[src/core/pin_cfg_pkg.sv]
// constants and types for the multifunction pin configuration block
package pin_cfg_pkg;
  // register offsets
  localparam logic [3:0] OFS_PIN1_FUNC   = 4'h0;
  localparam logic [3:0] OFS_PIN4_FUNC   = 4'h1;
  localparam logic [3:0] OFS_PIN3_FUNC   = 4'h2;
  localparam logic [3:0] OFS_AOUT_MODE   = 4'h3;
  localparam logic [3:0] OFS_DUPLEX      = 4'h4;
  localparam logic [3:0] OFS_XID_SEL     = 4'h5;
  localparam logic [3:0] OFS_STATUS      = 4'h6;
  localparam logic [3:0] OFS_PIN1_SAMPLE = 4'h7;
  localparam logic [3:0] OFS_PIN4_SAMPLE = 4'h8;
  // widths and limits
  localparam int         FUNC_W       = 3;
  localparam int         SAMPLE_W     = 16;
  localparam int         PIN3_W       = 5;
  localparam logic [2:0] FUNC_MAX     = 3'h4;
  localparam logic [4:0] PIN3_MAX     = 5'h14;
  localparam logic [1:0] AOUT_MAX     = 2'h2;
  // reset values
  localparam logic [2:0] FUNC_RST     = 3'h0;
  localparam logic [4:0] PIN3_RST     = 5'h00;
  localparam logic [1:0] AOUT_RST     = 2'h0;
  localparam logic       DUPLEX_RST   = 1'b0;
  // field positions in status
  localparam int ST_SPEED_EN   = 0;
  localparam int ST_DIR_EN     = 1;
  localparam int ST_FULLDUP_OK = 2;
  localparam int ST_ID_BIT0    = 3;
  localparam int ST_ID_BIT1    = 4;
  localparam int ST_REJECT     = 5;
  // selector values
  typedef enum logic [2:0] {
    FN_UNUSED   = 3'h0,
    FN_AIN      = 3'h1,
    FN_SELFTEST = 3'h2,
    FN_AOUT     = 3'h3,
    FN_ID_BIT   = 3'h4
  } pin_func_t;
  typedef enum logic [1:0] {
    AO_VOLTAGE = 2'h0,
    AO_CURRENT = 2'h1,
    AO_OFF     = 2'h2
  } aout_mode_t;
endpackage : pin_cfg_pkg

[src/core/pin_cfg_if.sv]
// bundle between the config top and the per-pin function decoder
`timescale 1ns/1ps
interface pin_cfg_if;
  logic [2:0] func;
  logic [1:0] aout_mode;
  logic       xid_sel;
  logic       pin_level;
  logic       out_en;
  logic       sample_en;
  logic       readback;
  logic       id_bit;
  modport ctrl (output func, output aout_mode, output xid_sel, output pin_level,
                input out_en, input sample_en, input readback, input id_bit);
  modport dec  (input func, input aout_mode, input xid_sel, input pin_level,
                output out_en, output sample_en, output readback, output id_bit);
endinterface : pin_cfg_if

[src/core/pin_func_decode.sv]
// combinational decode of one multifunction pin's selector
`timescale 1ns/1ps
module pin_func_decode (
  pin_cfg_if.dec p
);
  // derive pin behaviour from selector and output mode
  always_comb begin
    p.out_en    = (p.func == pin_cfg_pkg::FN_AOUT) &&
                  (p.aout_mode != pin_cfg_pkg::AO_OFF);
    p.sample_en = (p.func == pin_cfg_pkg::FN_AIN);
    p.readback  = (p.func == pin_cfg_pkg::FN_SELFTEST) &&
                  (p.aout_mode == pin_cfg_pkg::AO_VOLTAGE);
    p.id_bit    = (p.func == pin_cfg_pkg::FN_ID_BIT) && p.xid_sel &&
                  p.pin_level;
  end
endmodule : pin_func_decode

[src/core/multifunction_pin_config.sv]
// register port, selectors and pin control for pins 1 and 4
//
// The strobed register port and the address map are this design's own decisions.
`timescale 1ns/1ps
module multifunction_pin_config (
  input  wire logic        CLK_I,
  input  wire logic        RST_B_I,
  input  wire logic [3:0]  ADDR_I,
  input  wire logic [15:0] WDATA_I,
  input  wire logic        WR_I,
  input  wire logic        RD_I,
  output logic      [15:0] RDATA_O,
  input  wire logic [15:0] PIN1_ADC_I,
  input  wire logic [15:0] PIN4_ADC_I,
  input  wire logic        PIN1_LEVEL_I,
  input  wire logic        PIN4_LEVEL_I,
  output logic             SPEED_OUT_EN_O,
  output logic             DIR_OUT_EN_O,
  output logic             PIN1_SAMPLE_EN_O,
  output logic             PIN4_SAMPLE_EN_O,
  output logic             SPEED_READBACK_O,
  output logic             DIR_READBACK_O,
  output logic             FULL_DUPLEX_O,
  output logic [1:0]       INSTR_ID_O,
  output logic [4:0]       PIN3_FUNC_O,
  output logic [1:0]       AOUT_MODE_O
);

  ////////////////////////////////////////////////////////////////////////////
  // configuration state
  logic [2:0]  pin1_function_select_ff, nxt_pin1_function_select;
  logic [2:0]  pin4_function_select_ff, nxt_pin4_function_select;
  logic [4:0]  pin3_function_select_ff, nxt_pin3_function_select;
  logic [1:0]  analog_output_mode_ff,   nxt_analog_output_mode;
  logic        serial_duplex_select_ff, nxt_serial_duplex_select;
  logic        external_identifier_select_ff, nxt_external_identifier_select;
  logic        reject_ff,               nxt_reject;
  logic [15:0] pin1_sample_ff,          nxt_pin1_sample;
  logic [15:0] pin4_sample_ff,          nxt_pin4_sample;
  logic [15:0] rdata_ff,                nxt_rdata;
  logic [5:0]  outs_ff,                 nxt_outs;
  logic [1:0]  id_ff,                   nxt_id;

  pin_cfg_if p1 ();
  pin_cfg_if p4 ();

  // per-pin decoders
  pin_func_decode u_dec1 (.p(p1.dec));
  pin_func_decode u_dec4 (.p(p4.dec));

  assign p1.func      = pin1_function_select_ff;
  assign p1.aout_mode = analog_output_mode_ff;
  assign p1.xid_sel   = external_identifier_select_ff;
  assign p1.pin_level = PIN1_LEVEL_I;
  assign p4.func      = pin4_function_select_ff;
  assign p4.aout_mode = analog_output_mode_ff;
  assign p4.xid_sel   = external_identifier_select_ff;
  assign p4.pin_level = PIN4_LEVEL_I;

  // true when selector value legal
  function automatic logic func_ok(input logic [15:0] d);
    func_ok = (d[15:3] == 13'h0000) && (d[2:0] <= pin_cfg_pkg::FUNC_MAX);
  endfunction : func_ok

  // pins only leave full duplex free when both unused
  function automatic logic pins_idle(input logic [2:0] a, input logic [2:0] b);
    pins_idle = (a == pin_cfg_pkg::FN_UNUSED) && (b == pin_cfg_pkg::FN_UNUSED);
  endfunction : pins_idle

  logic half_duplex;
  assign half_duplex = ~serial_duplex_select_ff;

  ////////////////////////////////////////////////////////////////////////////
  // register writes and sampling
  always_comb begin
    nxt_pin1_function_select       = pin1_function_select_ff;
    nxt_pin4_function_select       = pin4_function_select_ff;
    nxt_pin3_function_select       = pin3_function_select_ff;
    nxt_analog_output_mode         = analog_output_mode_ff;
    nxt_serial_duplex_select       = serial_duplex_select_ff;
    nxt_external_identifier_select = external_identifier_select_ff;
    nxt_reject                     = reject_ff;
    nxt_pin1_sample                = pin1_sample_ff;
    nxt_pin4_sample                = pin4_sample_ff;
    // cyclic sampling of analog input or read-back
    if (p1.sample_en || p1.readback) begin
      nxt_pin1_sample = PIN1_ADC_I;
    end
    if (p4.sample_en || p4.readback) begin
      nxt_pin4_sample = PIN4_ADC_I;
    end
    if (WR_I) begin
      case (ADDR_I)
        pin_cfg_pkg::OFS_PIN1_FUNC: begin
          if (half_duplex && func_ok(WDATA_I)) begin
            nxt_pin1_function_select = WDATA_I[2:0];
          end else begin
            nxt_reject = 1'b1;
          end
        end
        pin_cfg_pkg::OFS_PIN4_FUNC: begin
          if (half_duplex && func_ok(WDATA_I)) begin
            nxt_pin4_function_select = WDATA_I[2:0];
          end else begin
            nxt_reject = 1'b1;
          end
        end
        pin_cfg_pkg::OFS_PIN3_FUNC: begin
          if (WDATA_I <= {11'h000, pin_cfg_pkg::PIN3_MAX}) begin
            nxt_pin3_function_select = WDATA_I[4:0];
          end
        end
        pin_cfg_pkg::OFS_AOUT_MODE: begin
          if (half_duplex && WDATA_I <= {14'h0000, pin_cfg_pkg::AOUT_MAX}) begin
            nxt_analog_output_mode = WDATA_I[1:0];
          end
        end
        pin_cfg_pkg::OFS_DUPLEX: begin
          // full duplex only when both pins unused
          if (!WDATA_I[0] || pins_idle(pin1_function_select_ff, pin4_function_select_ff)) begin
            nxt_serial_duplex_select = WDATA_I[0];
          end
        end
        pin_cfg_pkg::OFS_XID_SEL: begin
          nxt_external_identifier_select = WDATA_I[0];
        end
        pin_cfg_pkg::OFS_STATUS: begin
          if (WDATA_I[pin_cfg_pkg::ST_REJECT]) begin
            nxt_reject = 1'b0;
          end
        end
        default: begin
        end
      endcase
    end
  end

  ////////////////////////////////////////////////////////////////////////////
  // read data and outputs
  always_comb begin
    nxt_rdata = 16'h0000;
    if (RD_I) begin
      case (ADDR_I)
        pin_cfg_pkg::OFS_PIN1_FUNC:   nxt_rdata = {13'h0000, pin1_function_select_ff};
        pin_cfg_pkg::OFS_PIN4_FUNC:   nxt_rdata = {13'h0000, pin4_function_select_ff};
        pin_cfg_pkg::OFS_PIN3_FUNC:   nxt_rdata = {11'h000, pin3_function_select_ff};
        pin_cfg_pkg::OFS_AOUT_MODE:   nxt_rdata = {14'h0000, analog_output_mode_ff};
        pin_cfg_pkg::OFS_DUPLEX:      nxt_rdata = {15'h0000, serial_duplex_select_ff};
        pin_cfg_pkg::OFS_XID_SEL:     nxt_rdata = {15'h0000, external_identifier_select_ff};
        pin_cfg_pkg::OFS_STATUS:      nxt_rdata = {10'h000, reject_ff, id_ff, 
                                                   pins_idle(pin1_function_select_ff, pin4_function_select_ff),
                                                   outs_ff[1:0]};
        pin_cfg_pkg::OFS_PIN1_SAMPLE: nxt_rdata = pin1_sample_ff;
        pin_cfg_pkg::OFS_PIN4_SAMPLE: nxt_rdata = pin4_sample_ff;
        default:                      nxt_rdata = 16'h0000;
      endcase
    end
    // speed/direction outputs, sample enables, read-backs
    nxt_outs = {p4.readback, p1.readback, p4.sample_en, p1.sample_en,
                p4.out_en, p1.out_en};
    nxt_id   = {p4.id_bit, p1.id_bit};
  end

  // state registers
  always_ff @(posedge CLK_I) begin
    if (!RST_B_I) begin
      pin1_function_select_ff       <= pin_cfg_pkg::FUNC_RST;
      pin4_function_select_ff       <= pin_cfg_pkg::FUNC_RST;
      pin3_function_select_ff       <= pin_cfg_pkg::PIN3_RST;
      analog_output_mode_ff         <= pin_cfg_pkg::AOUT_RST;
      serial_duplex_select_ff       <= pin_cfg_pkg::DUPLEX_RST;
      external_identifier_select_ff <= 1'b0;
      reject_ff                     <= 1'b0;
      pin1_sample_ff                <= 16'h0000;
      pin4_sample_ff                <= 16'h0000;
      rdata_ff                      <= 16'h0000;
      outs_ff                       <= 6'h00;
      id_ff                         <= 2'h0;
    end else begin
      pin1_function_select_ff       <= nxt_pin1_function_select;
      pin4_function_select_ff       <= nxt_pin4_function_select;
      pin3_function_select_ff       <= nxt_pin3_function_select;
      analog_output_mode_ff         <= nxt_analog_output_mode;
      serial_duplex_select_ff       <= nxt_serial_duplex_select;
      external_identifier_select_ff <= nxt_external_identifier_select;
      reject_ff                     <= nxt_reject;
      pin1_sample_ff                <= nxt_pin1_sample;
      pin4_sample_ff                <= nxt_pin4_sample;
      rdata_ff                      <= nxt_rdata;
      outs_ff                       <= nxt_outs;
      id_ff                         <= nxt_id;
    end
  end

  assign RDATA_O          = rdata_ff;
  assign SPEED_OUT_EN_O   = outs_ff[0];
  assign DIR_OUT_EN_O     = outs_ff[1];
  assign PIN1_SAMPLE_EN_O = outs_ff[2];
  assign PIN4_SAMPLE_EN_O = outs_ff[3];
  assign SPEED_READBACK_O = outs_ff[4];
  assign DIR_READBACK_O   = outs_ff[5];
  assign FULL_DUPLEX_O    = serial_duplex_select_ff;
  assign INSTR_ID_O       = id_ff;
  assign PIN3_FUNC_O      = pin3_function_select_ff;
  assign AOUT_MODE_O      = analog_output_mode_ff;

  ////////////////////////////////////////////////////////////////////////////
  // assertions
  AST_P1_HOLD_FD: assert property (@(posedge CLK_I) disable iff (!RST_B_I)
    (serial_duplex_select_ff && WR_I && ADDR_I == pin_cfg_pkg::OFS_PIN1_FUNC)
      |=> $stable(pin1_function_select_ff) && reject_ff)
    else $error("pin 1 selector changed in full duplex");
  AST_P1_HD_WRITE: assert property (@(posedge CLK_I) disable iff (!RST_B_I)
    (!serial_duplex_select_ff && WR_I && ADDR_I == pin_cfg_pkg::OFS_PIN1_FUNC && WDATA_I <= 16'h0004)
      |=> pin1_function_select_ff == $past(WDATA_I[2:0]))
    else $error("pin 1 write lost in half duplex");
  AST_P4_HOLD_FD: assert property (@(posedge CLK_I) disable iff (!RST_B_I)
    (serial_duplex_select_ff && WR_I && ADDR_I == pin_cfg_pkg::OFS_PIN4_FUNC)
      |=> $stable(pin4_function_select_ff))
    else $error("pin 4 selector changed in full duplex");
  AST_FD_IDLE: assert property (@(posedge CLK_I) disable iff (!RST_B_I)
    serial_duplex_select_ff |-> pins_idle(pin1_function_select_ff, pin4_function_select_ff))
    else $error("full duplex with pins in use");
  AST_SPEED_OUT: assert property (@(posedge CLK_I) disable iff (!RST_B_I)
    ##1 SPEED_OUT_EN_O == ($past(pin1_function_select_ff) == 3'h3 && $past(analog_output_mode_ff) != 2'h2))
    else $error("speed output enable wrong");
  AST_DIR_OUT: assert property (@(posedge CLK_I) disable iff (!RST_B_I)
    (pin4_function_select_ff == 3'h1) |=> !DIR_OUT_EN_O && PIN4_SAMPLE_EN_O)
    else $error("direction output not off in input mode");
  AST_P1_READBACK: assert property (@(posedge CLK_I) disable iff (!RST_B_I)
    (pin1_function_select_ff == 3'h2 && analog_output_mode_ff == 2'h1) |=> !SPEED_READBACK_O)
    else $error("read-back in current mode");
  AST_ID_BITS: assert property (@(posedge CLK_I) disable iff (!RST_B_I)
    (pin1_function_select_ff == 3'h4 && external_identifier_select_ff && PIN1_LEVEL_I) |=> INSTR_ID_O[0])
    else $error("identifier bit 0 not taken");
  AST_RD_LATENCY: assert property (@(posedge CLK_I) disable iff (!RST_B_I)
    (RD_I && ADDR_I == pin_cfg_pkg::OFS_PIN1_SAMPLE) |=> RDATA_O == $past(pin1_sample_ff))
    else $error("sample read wrong");
  AST_P1_AIN: assert property (@(posedge CLK_I) disable iff (!RST_B_I)
    (pin1_function_select_ff == 3'h1) |=> PIN1_SAMPLE_EN_O && !SPEED_OUT_EN_O)
    else $error("pin 1 analog input mode wrong");
  AST_P1_SAMPLE: assert property (@(posedge CLK_I) disable iff (!RST_B_I)
    (pin1_function_select_ff == 3'h1) |=> pin1_sample_ff == $past(PIN1_ADC_I))
    else $error("pin 1 converter result not taken");
  AST_P4_SAMPLE: assert property (@(posedge CLK_I) disable iff (!RST_B_I)
    (pin4_function_select_ff == 3'h1) |=> pin4_sample_ff == $past(PIN4_ADC_I))
    else $error("pin 4 converter result not taken");
  AST_P1_RB_ON: assert property (@(posedge CLK_I) disable iff (!RST_B_I)
    (pin1_function_select_ff == 3'h2 && analog_output_mode_ff == 2'h0) |=> SPEED_READBACK_O)
    else $error("speed read-back missing in voltage mode");
  AST_P4_READBACK: assert property (@(posedge CLK_I) disable iff (!RST_B_I)
    (pin4_function_select_ff == 3'h2 && analog_output_mode_ff == 2'h1) |=> !DIR_READBACK_O)
    else $error("direction read-back in current mode");
  AST_P4_HD_WRITE: assert property (@(posedge CLK_I) disable iff (!RST_B_I)
    (!serial_duplex_select_ff && WR_I && ADDR_I == pin_cfg_pkg::OFS_PIN4_FUNC && WDATA_I <= 16'h0004)
      |=> pin4_function_select_ff == $past(WDATA_I[2:0]))
    else $error("pin 4 write lost in half duplex");
  AST_P4_REJECT: assert property (@(posedge CLK_I) disable iff (!RST_B_I)
    (serial_duplex_select_ff && WR_I && ADDR_I == pin_cfg_pkg::OFS_PIN4_FUNC) |=> reject_ff)
    else $error("pin 4 full duplex write not flagged");
  AST_DIR_OUT_ON: assert property (@(posedge CLK_I) disable iff (!RST_B_I)
    (pin4_function_select_ff == 3'h3 && analog_output_mode_ff != 2'h2) |=> DIR_OUT_EN_O)
    else $error("direction output not driven");
  AST_ID_BIT1: assert property (@(posedge CLK_I) disable iff (!RST_B_I)
    (pin4_function_select_ff == 3'h4 && external_identifier_select_ff && PIN4_LEVEL_I) |=> INSTR_ID_O[1])
    else $error("identifier bit 1 not taken");
  AST_ID_OFF: assert property (@(posedge CLK_I) disable iff (!RST_B_I)
    !external_identifier_select_ff |=> INSTR_ID_O == 2'h0)
    else $error("identifier bits without external select");
  AST_AOUT_OFF: assert property (@(posedge CLK_I) disable iff (!RST_B_I)
    (analog_output_mode_ff == 2'h2) |=> !SPEED_OUT_EN_O && !DIR_OUT_EN_O)
    else $error("analog output driven while switched off");
  AST_AOUT_FD: assert property (@(posedge CLK_I) disable iff (!RST_B_I)
    (serial_duplex_select_ff && WR_I && ADDR_I == pin_cfg_pkg::OFS_AOUT_MODE)
      |=> $stable(analog_output_mode_ff))
    else $error("output mode changed in full duplex");
  AST_PIN3_FREE: assert property (@(posedge CLK_I) disable iff (!RST_B_I)
    (WR_I && ADDR_I == pin_cfg_pkg::OFS_PIN3_FUNC && WDATA_I <= 16'h0014)
      |=> pin3_function_select_ff == $past(WDATA_I[4:0]))
    else $error("pin 3 write lost");
  AST_RD_IDLE: assert property (@(posedge CLK_I) disable iff (!RST_B_I)
    !RD_I |=> RDATA_O == 16'h0000)
    else $error("read data without read strobe");
  // main scenarios reached
  COV_FD: cover property (@(posedge CLK_I) disable iff (!RST_B_I) $rose(serial_duplex_select_ff));
  COV_REJ: cover property (@(posedge CLK_I) disable iff (!RST_B_I) $rose(reject_ff));
  COV_SPEED: cover property (@(posedge CLK_I) disable iff (!RST_B_I) $rose(SPEED_OUT_EN_O));
  COV_ID: cover property (@(posedge CLK_I) disable iff (!RST_B_I) $rose(INSTR_ID_O[1]));
  COV_RB: cover property (@(posedge CLK_I) disable iff (!RST_B_I) $rose(SPEED_READBACK_O));
endmodule : multifunction_pin_config

[config.mk]
export PLATFORM = sky130hd
export DESIGN_NAME = multifunction_pin_config
export DESIGN_NICKNAME = d
export VERILOG_FILES = /design/src/core/pin_cfg_pkg.sv /design/src/core/pin_cfg_if.sv /design/src/core/pin_func_decode.sv /design/src/core/multifunction_pin_config.sv
export SDC_FILE = /design/constraint.sdc
export NUM_CORES = 1
export LEC_CHECK = 0
export BUFFER_PORTS_ARGS = -buffer_cell sky130_fd_sc_hd__clkbuf_2
export CELL_PAD_IN_SITES_DETAIL_PLACEMENT = 1
export CELL_PAD_IN_SITES_GLOBAL_PLACEMENT = 2
export CORE_UTILIZATION = 31
export DETAILED_ROUTE_END_ITERATION = 8
export GPL_TIMING_DRIVEN = 0
export PLACE_DENSITY = 0.75
export SLEW_MARGIN = 20
export SYNTH_ARGS = -nofsm -noshare
export SYNTH_HDL_FRONTEND = slang
export SYNTH_SLANG_ARGS = --single-unit
[constraint.sdc]
create_clock -name CLK_I -period 2.3 [get_ports CLK_I]
set_clock_uncertainty 0.1 [all_clocks]
set_input_delay 0.69 -clock CLK_I [delete_from_list [all_inputs] [get_ports CLK_I]]
set_output_delay 0.69 -clock CLK_I [all_outputs]
set_load 0.005 [all_outputs]
Yosys cells after proc, flatten, opt, wreduce, memory -nomap -nowiden --
Index checks and enable logic that the tools add are counted.
Storage, ports and cells: register bits after elaboration 72, bits of input ports 58, output and inout bits 32, word-level logic and storage cells 70
Operators by class: $lt $le $gt $ge 3, equal/unequal tests 19, multiplexer cells 4, bitwise logic cells 1, reductions and logical operators 31
Operator list (count):
- one-hot mux 16 bit (9 select lines) | 1
- == test 4 x 3 -> 1 bit (second input constant) | 4
- less-or-equal comparator 16 x 2 -> 1 bit (second input constant) | 1
- less-or-equal comparator 16 x 5 -> 1 bit (second input constant) | 1
- AND reduction 3 bit | 5
- logical NOT 13 bit | 1
- == test 3 x 2 -> 1 bit (second input constant) | 4
- logical AND 1 bit | 12
- == test 4 x 2 -> 1 bit (second input constant) | 2
- == test 3 x 1 -> 1 bit (second input constant) | 2
- == test 3 bit (second input constant) | 2
- logical NOT 3 bit | 2
- != test 2 bit (second input constant) | 3
- == test 4 x 1 -> 1 bit (second input constant) | 1
- == test 4 bit (second input constant) | 1
- logical NOT 4 bit | 1
- AND reduction 2 bit | 2
- AND reduction 4 bit | 1
- less-or-equal comparator 3 bit (second input constant) | 1
- logical OR 1 bit | 3
- logical NOT 2 bit | 1
- two-way mux 1 bit | 2
- one-hot mux 1 bit (2 select lines) | 1
- nonzero test 2 bit | 1
- other kinds (3) | 3

Logic depth before layout (Yosys ltp) --
Gate-level depths: netlist of run 1.
depth after elaboration 5, depth in mapped cells 6

Hierarchy --
A second synthesis of run 1 with hierarchy kept.
Unflattened totals: cell total of the unflattened synthesis 373, area, all modules 3131.8 um^2
Modules (own cells, without submodules):
- multifunction_pin_config | instances 1, cells each 359, area each 3016.6 um^2, sequential area each 1441.4 um^2
- pin_func_decode | instances 2, cells each 7, area each 57.6 um^2, sequential area each 0.0 um^2

Worst setup path after synthesis of run 1 --
Ideal clock, no wire load.
path type in2reg, start input port WDATA_I[6], end register pin4_function_select_ff[0] (netlist: p4.func[0]), library setup time 0.072 ns, arrival time 1.962 ns, required time 2.128 ns, path slack 0.166 ns, cell stages on the path 4, path buffers 0, cell sequence nor4_1 -> nand4_1 -> nor4b_4 -> mux2i_1
Between the ends: cells in the longest elaborated chain, start to end 4
RTL lines:
- start, declared | RTL line multifunction_pin_config.sv:9 | input wire logic [15:0] WDATA_I,
- logical NOT 13 bit | RTL line multifunction_pin_config.sv:62 | func_ok = (d[15:3] == 13'h0000) && (d[2:0] <= pin_cfg_pkg::FUNC_MAX);
- logical AND 1 bit | RTL line multifunction_pin_config.sv:62
- logical AND 1 bit | RTL line multifunction_pin_config.sv:102 | if (half_duplex && func_ok(WDATA_I)) begin
- AND reduction 3 bit (no source line)
- end signal, assigned | RTL line multifunction_pin_config.sv:168 | pin4_function_select_ff <= pin_cfg_pkg::FUNC_RST;
- end signal, assigned | RTL line multifunction_pin_config.sv:181 | pin4_function_select_ff <= nxt_pin4_function_select;
- end, declared | RTL line multifunction_pin_config.sv:32 | logic [2:0] pin4_function_select_ff, nxt_pin4_function_select;
Every way passes these cells. A chain may end at the register's enable or synchronous reset.

Worst setup path in the final report of run 1 --
start input port WDATA_I[9], end register pin4_function_select_ff[1] (netlist: p4.func[1])
Same word-level chain as after synthesis.

==> metrics.txt, run 1 <==
TritonCTS clock tree done; total power density per cell area 620 nW/um2; hpwl dp 6960 um; crit path time final 2140 ps; Design Power 2.37 mW; Clock Pin Slew Worst Setup and Hold Paths 90 ps; number of warnings issued by yosys 0; Cells after DPL 521; final std cells w/o fill 537; Layout Area Growth over Synthesis 26.7%; most common cell in the synthesized netlist dfxtp_1; cts bufs inserted 9; switching power total 0.650 mW; Routed Wire Length 8920 um; r2r setup slk 250 ps; Synth Register Bits 72; Setup crit start kind input pin; Synth Flop Type dfxtp_1; clock sink total 72; finished layout cell area 3820 um2; beginning of the worst hold path pin4_sample_ff[14]; setup violation total in the final timing report 0; area of the core region 9330 um2; synthesized area per cell 9.96 um2; standard cell area after detailed placement 3630 um2; Tightest Pin Transition 557 ps; number of pins with negative max-slew slack in the final report 0; total standard cell area after synthesis 3020 um2; number of antenna violations at the first check in global routing 0; clock root buffer master clkbuf_8; number of global-route vias before repair 2660; worst setup slack after layout 157 ps; R2R Path End pin1_sample_ff[8]; Post CTS Setup Buffer Count 0; switching power as a share of total power 27.4%; number of violations of the max-capacitance limit 0; via count 2620; share of total power in combinational logic 6.5%; Ports 90; Worst Hold Slack 401 ps; status completed; FP Rows 35; source of the worst register-to-register timing path p1.func[1]; Static Leak 1.51 nW; relative max-transition margin 62.9%; routed wirelength normalized by instance count 16.6 um; pin count of the biggest net entering global routing 16; number of synthesized flops with an enable pin 0; biggest cell delay along the critical path 480 ps; clock insertion delay at the later pin of the skew report 360 ps; required time of the worst setup path 2490 ps; final weighted congestion in routability-driven placement 0.805; end-of-flow core utilization 41.0%; synthesized instance count 303; critical-path maximum fanout 4; Min-Delay Endpoint pin4_sample_ff[14]; post-synth net total 361; crit path capture type flip-flop; slowest CP cell nor4_1; power share of the sequential group 52.7%; floorplan die area 10100 um2; Worst Path Class, Setup input pin to flip-flop; Die Ht 101 um; area share of the largest cell type after synthesis 47.7%; setup repair after global routing missed its margin false; ordered cell list for the critical path clkbuf_2 -> nor4_1 -> nand4_1 -> nor4b_4 -> mux2i_1; data arrival time at the worst-slack endpoint 2330 ps; final total negative setup slack 0 ps; starting utilization of the core area 32.4%; Post-layout nets 461; internal power contribution 1.72 mW; first-pass GRT wire length 14100 um; total global-route track usage 19.1%; Worst VDD drop 0.238 mV; Unique masters post-synth 50; Hold Path Depth 2; first-pass iteration count of the detailed router 4; residual overflow from global routing 0; number of port buffers 89; Initial DRC Count 82; share of layout cells above drive strength 1 31.1%; worst min-delay path category flip-flop to flip-flop; final period utilization 93.2%; H-tree depth 3; Peak Freq 467 MHz; Die X 101 um; fraction of synthesis flops using an asynchronous set or reset pin 0%; commonest cells in the netlist dfxtp_1, nor2_1, mux2i_1; number of buffers added to fix hold violations after cts 0; number of diodes 0; maximum clock insertion buffer count 2; Synth area leaders dfxtp_1, mux2i_1, nor2_1, a22oi_1, nand2_1; Placement Setup Slack -345 ps; via count normalized by instance count 4.88; post-synth top area cell dfxtp_1; Final Hold Violating Endpoints 0; final antenna-violating net count 0; register area share after synthesis 47.7%; final routed DRC violation total 0; clock network fraction of design power 40.7%; depth of the most critical reg-to-reg path 5
[cells by family (layout without fill, tap and decap cells)]
kind of cell | after synthesis | after routing | share of synthesized area, %
AO/OA/AOI/OAI | 38 | 38 | 10.2
flip-flops | 72 | 72 | 47.7
AND/OR/NAND/NOR | 127 | 127 | 22.2
buffers and inverters | 16 | 121 | 3.02
multiplexers | 50 | 50 | 16.8
[layout make-up]
cell class	count	area, um2
Inverter	2	7.51
Tap cell	129	161
Clock buffer	9	124
Clock inverter	7	61.3
Fill cell	1111	5500
Sequential cell	72	1440
Buffer	14	83.8
Timing Repair Buffer	89	445
Multi-Input combinational cell	215	1500
[sequential cells by signal (all words and copies together) (netlist names)]
signal                         cells
outs_ff                            6
pin4_sample_ff                    16
INSTR_ID_O                         2
reject_ff                          1
PIN3_FUNC_O                        5
external_identifier_select_ff      1
FULL_DUPLEX_O                      1
pin1_sample_ff                    16
AOUT_MODE_O                        2
p1.func                            3
p4.func                            3
RDATA_O                           16
[worst max-delay path: cells and delay by family]
kind | cells | cell delay, ps
buf+inv | 1 | 80
simple gates | 3 | 1340
mux | 1 | 230
[repair_timing]
item	CTS	global route
endpoints found under the setup margin	0	14
endpoints found under the hold margin	0	0
resized for setup	0	2
[routing by layer]
| metal | vias up | track usage (%) | share of wire, % |
|---|---|---|---|
| met3 | 11 | 4.30 | 4.9 |
| met2 | 81 | 30.6 | 46 |
| met4 | 0 | 6.69 | 1.2 |
| met1 | 1231 | 25.1 | 48 |
| li1 | 1297 | - | - |
| met5 | - | 0 | 0 |
[layout by cell type (no fill, tap or decap), types with 4 or more instances in the layout]
| master | count |
|---|---|
| nand2b_1 | 4 |
| mux2_2 | 5 |
| mux2i_1 | 45 |
| a22oi_1 | 11 |
| nand3_1 | 4 |
| clkbuf_8 | 9 |
| nand2_1 | 22 |
| clkbuf_2 | 89 |
| clkbuf_1 | 8 |
| nor2_1 | 58 |
| nor3_1 | 7 |
| nor4_1 | 4 |
| nand4_1 | 4 |
| dfxtp_1 | 72 |
[worst max path at each step]
stage | startpoint | endpoint
floorplan | WDATA_I[6] | p4.func[0]
global placement | ADDR_I[3] | RDATA_O[2]
detailed placement | ADDR_I[3] | RDATA_O[2]
CTS | ADDR_I[3] | RDATA_O[2]
global route | WDATA_I[9] | p4.func[2]
finish | WDATA_I[9] | p4.func[1]
[power by group through the flow]
stage,clock [mW],sequential (mW),combinational (mW)
2_1_floorplan,0,1.28,0.0643
3_3_place_gp,0,1.28,0.153
3_5_place_dp,0,1.28,0.154
4_1_cts,0.982,1.25,0.155
5_1_grt,1.04,1.25,0.170
6_report,0.966,1.25,0.155
No activity file was read; power rests on OpenSTA's default activity.
==> run 2: changes to the inputs <==
--- a/config.mk
+++ b/config.mk
@@ -8,11 +8,12 @@
 export BUFFER_PORTS_ARGS = -buffer_cell sky130_fd_sc_hd__clkbuf_2
 export CELL_PAD_IN_SITES_DETAIL_PLACEMENT = 1
 export CELL_PAD_IN_SITES_GLOBAL_PLACEMENT = 2
-export CORE_UTILIZATION = 31
+export CORE_UTILIZATION = 29
 export DETAILED_ROUTE_END_ITERATION = 8
 export GPL_TIMING_DRIVEN = 0
-export PLACE_DENSITY = 0.75
+export PLACE_DENSITY = 0.74
 export SLEW_MARGIN = 20
 export SYNTH_ARGS = -nofsm -noshare
 export SYNTH_HDL_FRONTEND = slang
+export SYNTH_HIERARCHICAL = 1
 export SYNTH_SLANG_ARGS = --single-unit
==> run 2 against run 1 <==
Against the previous run: via count rose by 17%; cell count is 14% higher; maximum frequency up 2.8%; largest cell class unchanged; worst setup slack better by 58 ps.
==> metrics.txt, run 2 <==
clock sink total 72 (unchanged); area of the core region 10400 um2 (+12%); post-synth top area cell dfxtp_1; Peak Freq 480 MHz (+2.8%); Initial DRC Count 143 (+74%); Post-layout nets 527 (+14%); routed wirelength normalized by instance count 17.2 um (+3.5%); Ports 90 (unchanged); Tightest Pin Transition 658 ps (+102 ps); hpwl dp 7750 um (+11%); required time of the worst setup path 2470 ps (-20 ps); synthesized area per cell 8.40 um2 (-16%); data arrival time at the worst-slack endpoint 2260 ps (-70 ps); synthesized instance count 373 (+23%); Worst Path Class, Setup flip-flop to flip-flop; clock root buffer master clkbuf_8; most common cell after layout, fill and taps aside clkbuf_2; Clock Pin Slew Worst Setup and Hold Paths 80 ps (about the same); first-pass iteration count of the detailed router 4 (unchanged); via count normalized by instance count 5.04 (+3.4%); most common cell in the synthesized netlist nand2_1; cts bufs inserted 9 (unchanged); Post CTS Setup Buffer Count 0 (unchanged); maximum clock insertion buffer count 2 (unchanged); register area share after synthesis 46.0% (-1.7 points); register area 1440 um2 (unchanged); via count 3076 (+17%); Worst VDD drop 0.234 mV (-1.6%); final routed DRC violation total 0 (unchanged); commonest cells in the netlist nand2_1, dfxtp_1, a21oi_1; post-synth net total 431 (+19%); final period utilization 90.7% (-2.5 points); number of port buffers 86 (-3.4%); H-tree depth 3 (unchanged); setup violation total in the final timing report 0 (unchanged); relative max-transition margin 56.1% (-6.8 points); number of warnings issued by yosys 6 (+6); pin count of the biggest net entering global routing 13 (-3); number of antenna violations at the first check in global routing 0 (unchanged); starting utilization of the core area 30.1% (-2.3 points); number of synthesized flops with an enable pin 0 (unchanged); number of global-route vias before repair 3175 (+19%); setup repair after global routing missed its margin false; Synth Flop Type dfxtp_1; final total negative setup slack 0 ps (unchanged); number of violations of the max-capacitance limit 0 (unchanged); Layout Area Growth over Synthesis 27.4%; first-pass GRT wire length 16800 um (+19%); status completed; final antenna-violating net count 0 (unchanged); FP Rows 37 (+5.7%); floorplan die area 11200 um2 (+11%); Final Hold Violating Endpoints 0 (unchanged); clock insertion delay at the later pin of the skew report 350 ps (about the same); residual overflow from global routing 0 (unchanged); total global-route track usage 19.9% (+0.80 points); Die Ht 106 um (+5.2%); end-of-flow core utilization 38.3% (-2.7 points); worst min-delay path category flip-flop to flip-flop; total standard cell area after synthesis 3130 um2 (+3.7%); Synth Register Bits 72 (unchanged); TritonCTS clock tree done; crit path time final 2080 ps (-58.2 ps); share of layout cells above drive strength 1 27.4% (-3.7 points); Synth area leaders dfxtp_1, nand2_1, a21oi_1, a22oi_1, nor2_1; fraction of synthesis flops using an asynchronous set or reset pin 0% (unchanged); Routed Wire Length 10500 um (+18%); Unique masters post-synth 52 (+4.0%); total power density per cell area 690 nW/um2 (+11%); number of filler instances in the final layout 1290 (+16%); most used cells in the layout excluding fill and tap cells clkbuf_2, nand2_1, dfxtp_1; final weighted congestion in routability-driven placement 0.843 (+4.8%); area share of the largest cell type after synthesis 46.0% (-1.7 points); Setup crit start kind flip-flop; Die X 106 um (+5.2%); number of diodes 0 (unchanged); number of pins with negative max-slew slack in the final report 0 (unchanged); crit path capture type flip-flop; Hold Path Depth 2 (unchanged); Static Leak 1.52 nW (+0.83%); depth of the most critical reg-to-reg path 6 (+1); critical-path maximum fanout 10 (+6); multi-input logic area 1560 um2 (+3.7%)
[run 2: layout make-up]
| cell class | instances | area share [%] |
|---|---|---|
| multi-input combinational | 273 | 39.0 |
| clock inverter | 5 | 3.23 |
| timing repair buffer | 86 | 10.8 |
| clock buffer | 11 | 3.29 |
| buffer | 23 | 2.98 |
| inverter | 4 | 0.376 |
| sequential | 72 | 36.1 |
| tap | 136 | 4.26 |
[run 2: power breakdown]
group	switching, mW	internal (mW)
Combinational	0.107	0.0658
Clock	0.498	0.834
Sequential	0.00155	1.25
[run 2: kinds of logic (layout without fill, tap and decap cells)]
logic type | Yosys count | after routing | share of synthesized area (%)
buffers and inverters | 28 | 129 | 4.31
muxes | 4 | 4 | 1.32
AOI/OAI and AO/OA | 99 | 99 | 19.1
and+or+nand+nor | 170 | 170 | 29.2
DFF | 72 | 72 | 46.0
[run 2: per-layer routing]
layer	track usage, %	up-vias	share of wire [%]
met5	0	-	0
met4	6.85	0	0.92
met3	3.56	9	4.2
met2	31.7	83	46
met1	26.9	1475	49
li1	-	1509	-
[run 2: final timing paths]
path / start / endpoint / slack (ps)
hold / removal: pin1_sample_ff[13] / pin1_sample_ff[13] / 360
setup reg to reg: p4.func[2] / pin4_sample_ff[2] / 220
setup / recovery: p4.func[2] / pin4_sample_ff[2] / 220
hold reg to reg: pin1_sample_ff[13] / pin1_sample_ff[13] / 360
[run 2: worst max-delay path, stage by stage, from the launching register on]
cell      delay [ps]
dfxtp_1          480
nand2b_1         200
nor4_2            60
nor2_1           430
buf_1            470
nand2_1          110
a21oi_1          140
[run 2: per-stage QoR]
| step | cells | power [mW] | worst slack [ps] | hold WS, ps | cell area (um2) |
|---|---|---|---|---|---|
| floorplan | 373 | 1.36 | 451 | 327 | 3130 |
| global placement | 595 | 1.45 | 19.1 | 339 | 3730 |
| detailed placement | 595 | 1.45 | -35.1 | 348 | 3730 |
| CTS | 611 | 2.78 | 133 | 360 | 4000 |
| global route | 610 | 2.86 | 0.0440 | 373 | 3990 |
| finish | 610 | 2.75 | 215 | 357 | 3990 |
[run 2: repair_timing]
action,4_1_cts,5_1_grt
pin swaps,0,0
gates resized for setup,2,2
endpoints found under the setup margin,8,4
hold buffers,0,0
==> run 3: changes to the inputs <==
--- a/config.mk
+++ b/config.mk
@@ -8,11 +8,12 @@
 export BUFFER_PORTS_ARGS = -buffer_cell sky130_fd_sc_hd__clkbuf_2
 export CELL_PAD_IN_SITES_DETAIL_PLACEMENT = 1
 export CELL_PAD_IN_SITES_GLOBAL_PLACEMENT = 2
+export CORE_ASPECT_RATIO = 0.75
+export CORE_MARGIN = 8
 export CORE_UTILIZATION = 29
 export DETAILED_ROUTE_END_ITERATION = 8
 export GPL_TIMING_DRIVEN = 0
 export PLACE_DENSITY = 0.74
-export SLEW_MARGIN = 20
 export SYNTH_ARGS = -nofsm -noshare
 export SYNTH_HDL_FRONTEND = slang
 export SYNTH_HIERARCHICAL = 1
==> run 3 against run 2 <==
Against the previous run: sequential share of layout area is 0.95 points lower; sequential power hardly changed; die area is 28% higher; clock-buffer cell count stayed put; non-clock buffer count stayed put; worst hold slack worse by 6.4 ps; clock power is 25% higher; largest cell class unchanged; largest power group unchanged; highest routed layer unchanged.
==> metrics.txt, run 3 (synthesized netlist as in run 2, its figures left out) <==
Most Crowded Layer GR met2; Tightest Pin Transition 622 ps (-36.5 ps); maximum clock insertion buffer count 2 (unchanged); number of diodes 0 (unchanged); most common cell after layout, fill and taps aside clkbuf_2; clock sink total 72 (unchanged); total global-route track usage 15.7% (-4.1 points); via count normalized by instance count 4.99 (-1.1%); number of antenna violations at the first check in global routing 0 (unchanged); first-pass iteration count of the detailed router 4 (unchanged); final period utilization 88.4% (-2.2 points); number of port buffers 86 (unchanged); worst min-delay path category flip-flop to flip-flop; Die Ht 106 um (about the same); Cells after DPL 599 (+0.67%); FP Rows 33 (-11%); Worst Path Class, Setup flip-flop to flip-flop; number of violations of the max-capacitance limit 0 (unchanged); Setup crit start kind flip-flop; final routed DRC violation total 0 (unchanged); critical-path maximum fanout 10 (unchanged); status completed; clock root buffer master clkbuf_16; Die X 136 um (+28%); crit path capture type flip-flop; M3 GR Usage 4.01% (+0.45 points); total power density per cell area 751 nW/um2 (+8.8%); residual overflow from global routing 0 (unchanged); worst setup slack after layout 266 ps (+51.1 ps); Ports 90 (unchanged); global routing met1 resource utilization 22.4% (-4.6 points); Routed Wire Length 10900 um (+4.3%); Final Hold Violating Endpoints 0 (unchanged); Worst VDD drop 0.530 mV (+130%); final antenna-violating net count 0 (unchanged); Post-layout nets 527 (unchanged); starting utilization of the core area 29.2% (-0.89 points); floorplan die area 14400 um2 (+28%); pin count of the biggest net entering global routing 13 (unchanged); relative max-transition margin 58.5% (+2.4 points); H-tree depth 3 (unchanged); Design Power 3.08 mW (+12%); most used cells in the layout excluding fill and tap cells clkbuf_2, nand2_1, dfxtp_1; final std cells w/o fill 614 (+0.66%); area of the core region 10700 um2 (+3.1%); Clock Pin Slew Worst Setup and Hold Paths 60 ps (-20 ps); Placement Setup Slack -86.9 ps (-51.8 ps); number of pins with negative max-slew slack in the final report 0 (unchanged); crit path time final 2030 ps (-51.1 ps); via count 3063 (-0.42%); Initial DRC Count 153 (+7.0%); Post CTS Setup Buffer Count 0 (unchanged); setup repair after global routing missed its margin false; TritonCTS clock tree done; routed wirelength normalized by instance count 17.8 um (+3.6%); cts bufs inserted 9 (unchanged); setup violation total in the final timing report 0 (unchanged); clock insertion delay at the later pin of the skew report 330 ps (-20 ps); first-pass GRT wire length 17700 um (+5.3%); number of global-route vias before repair 3254 (+2.5%); share of layout cells above drive strength 1 28.3% (+0.84 points); data arrival time at the worst-slack endpoint 2190 ps (-70 ps); hpwl dp 8440 um (+8.8%); Global Route met2 Usage 23.1% (-8.6 points); Layout Area Growth over Synthesis 30.9%; required time of the worst setup path 2460 ps (about the same); Static Leak 1.57 nW (+3.2%); Peak Freq 492 MHz (+2.5%); final weighted congestion in routability-driven placement 0.771 (-8.6%)
==> run 3: changes by cell type in the layout (fill, tap and decap cells not counted), sizes merged <==
cell,before,now
clkinvlp,0,1
buf,14,12
clkbuf,106,108
bufinv,4,3
==> run 3: metal layers <==
| layer | vias up | wire (um) |
|---|---|---|
| met5 | - | 0 |
| met1 | 1475 | 5640 |
| met3 | 8 | 441 |
| met4 | 0 | 81 |
| met2 | 64 | 4760 |
| li1 | 1516 | - |
==> run 3: critical path, stage by stage (launching register included) <==
cell and delay (ps):
dfxtp_1 450, nand2b_1 200, nor4_2 60, nor2_1 410, clkbuf_1 470, nand2_1 110
a21oi_1 160
==> run 3: final cells by class <==
type / instances / area (um2)
Fill cell: 1332 / 6640
Multi-Input combinational cell: 273 / 1560
Sequential cell: 72 / 1440
Timing Repair Buffer: 86 / 430
Clock buffer: 11 / 253
Tap cell: 140 / 175
Buffer: 23 / 119
Clock inverter: 5 / 103
Inverter: 4 / 15.0
==> run 3: final timing paths <==
check	startpoint	to	slack, ps	cells past startpoint
worst max register to register	p4.func[2]	pin4_sample_ff[0]	270	6
worst min-delay path	pin1_sample_ff[13]	pin1_sample_ff[13]	350	2
worst max-delay path	p4.func[2]	pin4_sample_ff[0]	270	6
worst min register to register	pin1_sample_ff[13]	pin1_sample_ff[13]	350	2
==> run 3: metrics by stage <==
stage / utilization [%] / hold slack (ps) / cell area [um2] / TNS (ps)
after detailed placement: 34.8 / 345 / 3740 / -93.2
final: 38.2 / 351 / 4100 / 0
after global placement: 34.8 / 339 / 3740 / -29.3
after floorplan: - / 327 / 3130 / 0
after global routing: 38.2 / 371 / 4100 / 0
after CTS: 38.1 / 351 / 4090 / 0
==> run 3: report_power, final <==
group          internal [mW]  switching [mW]
clock                   1.12           0.541
sequential              1.25         0.00163
combinational         0.0656           0.104
==> run 3: timing repair <==
action / CTS / global route
pin swaps: 0 / 0
gates resized for setup: 1 / 4
endpoints found under the setup margin: 5 / 19
hold buffers: 0 / 0
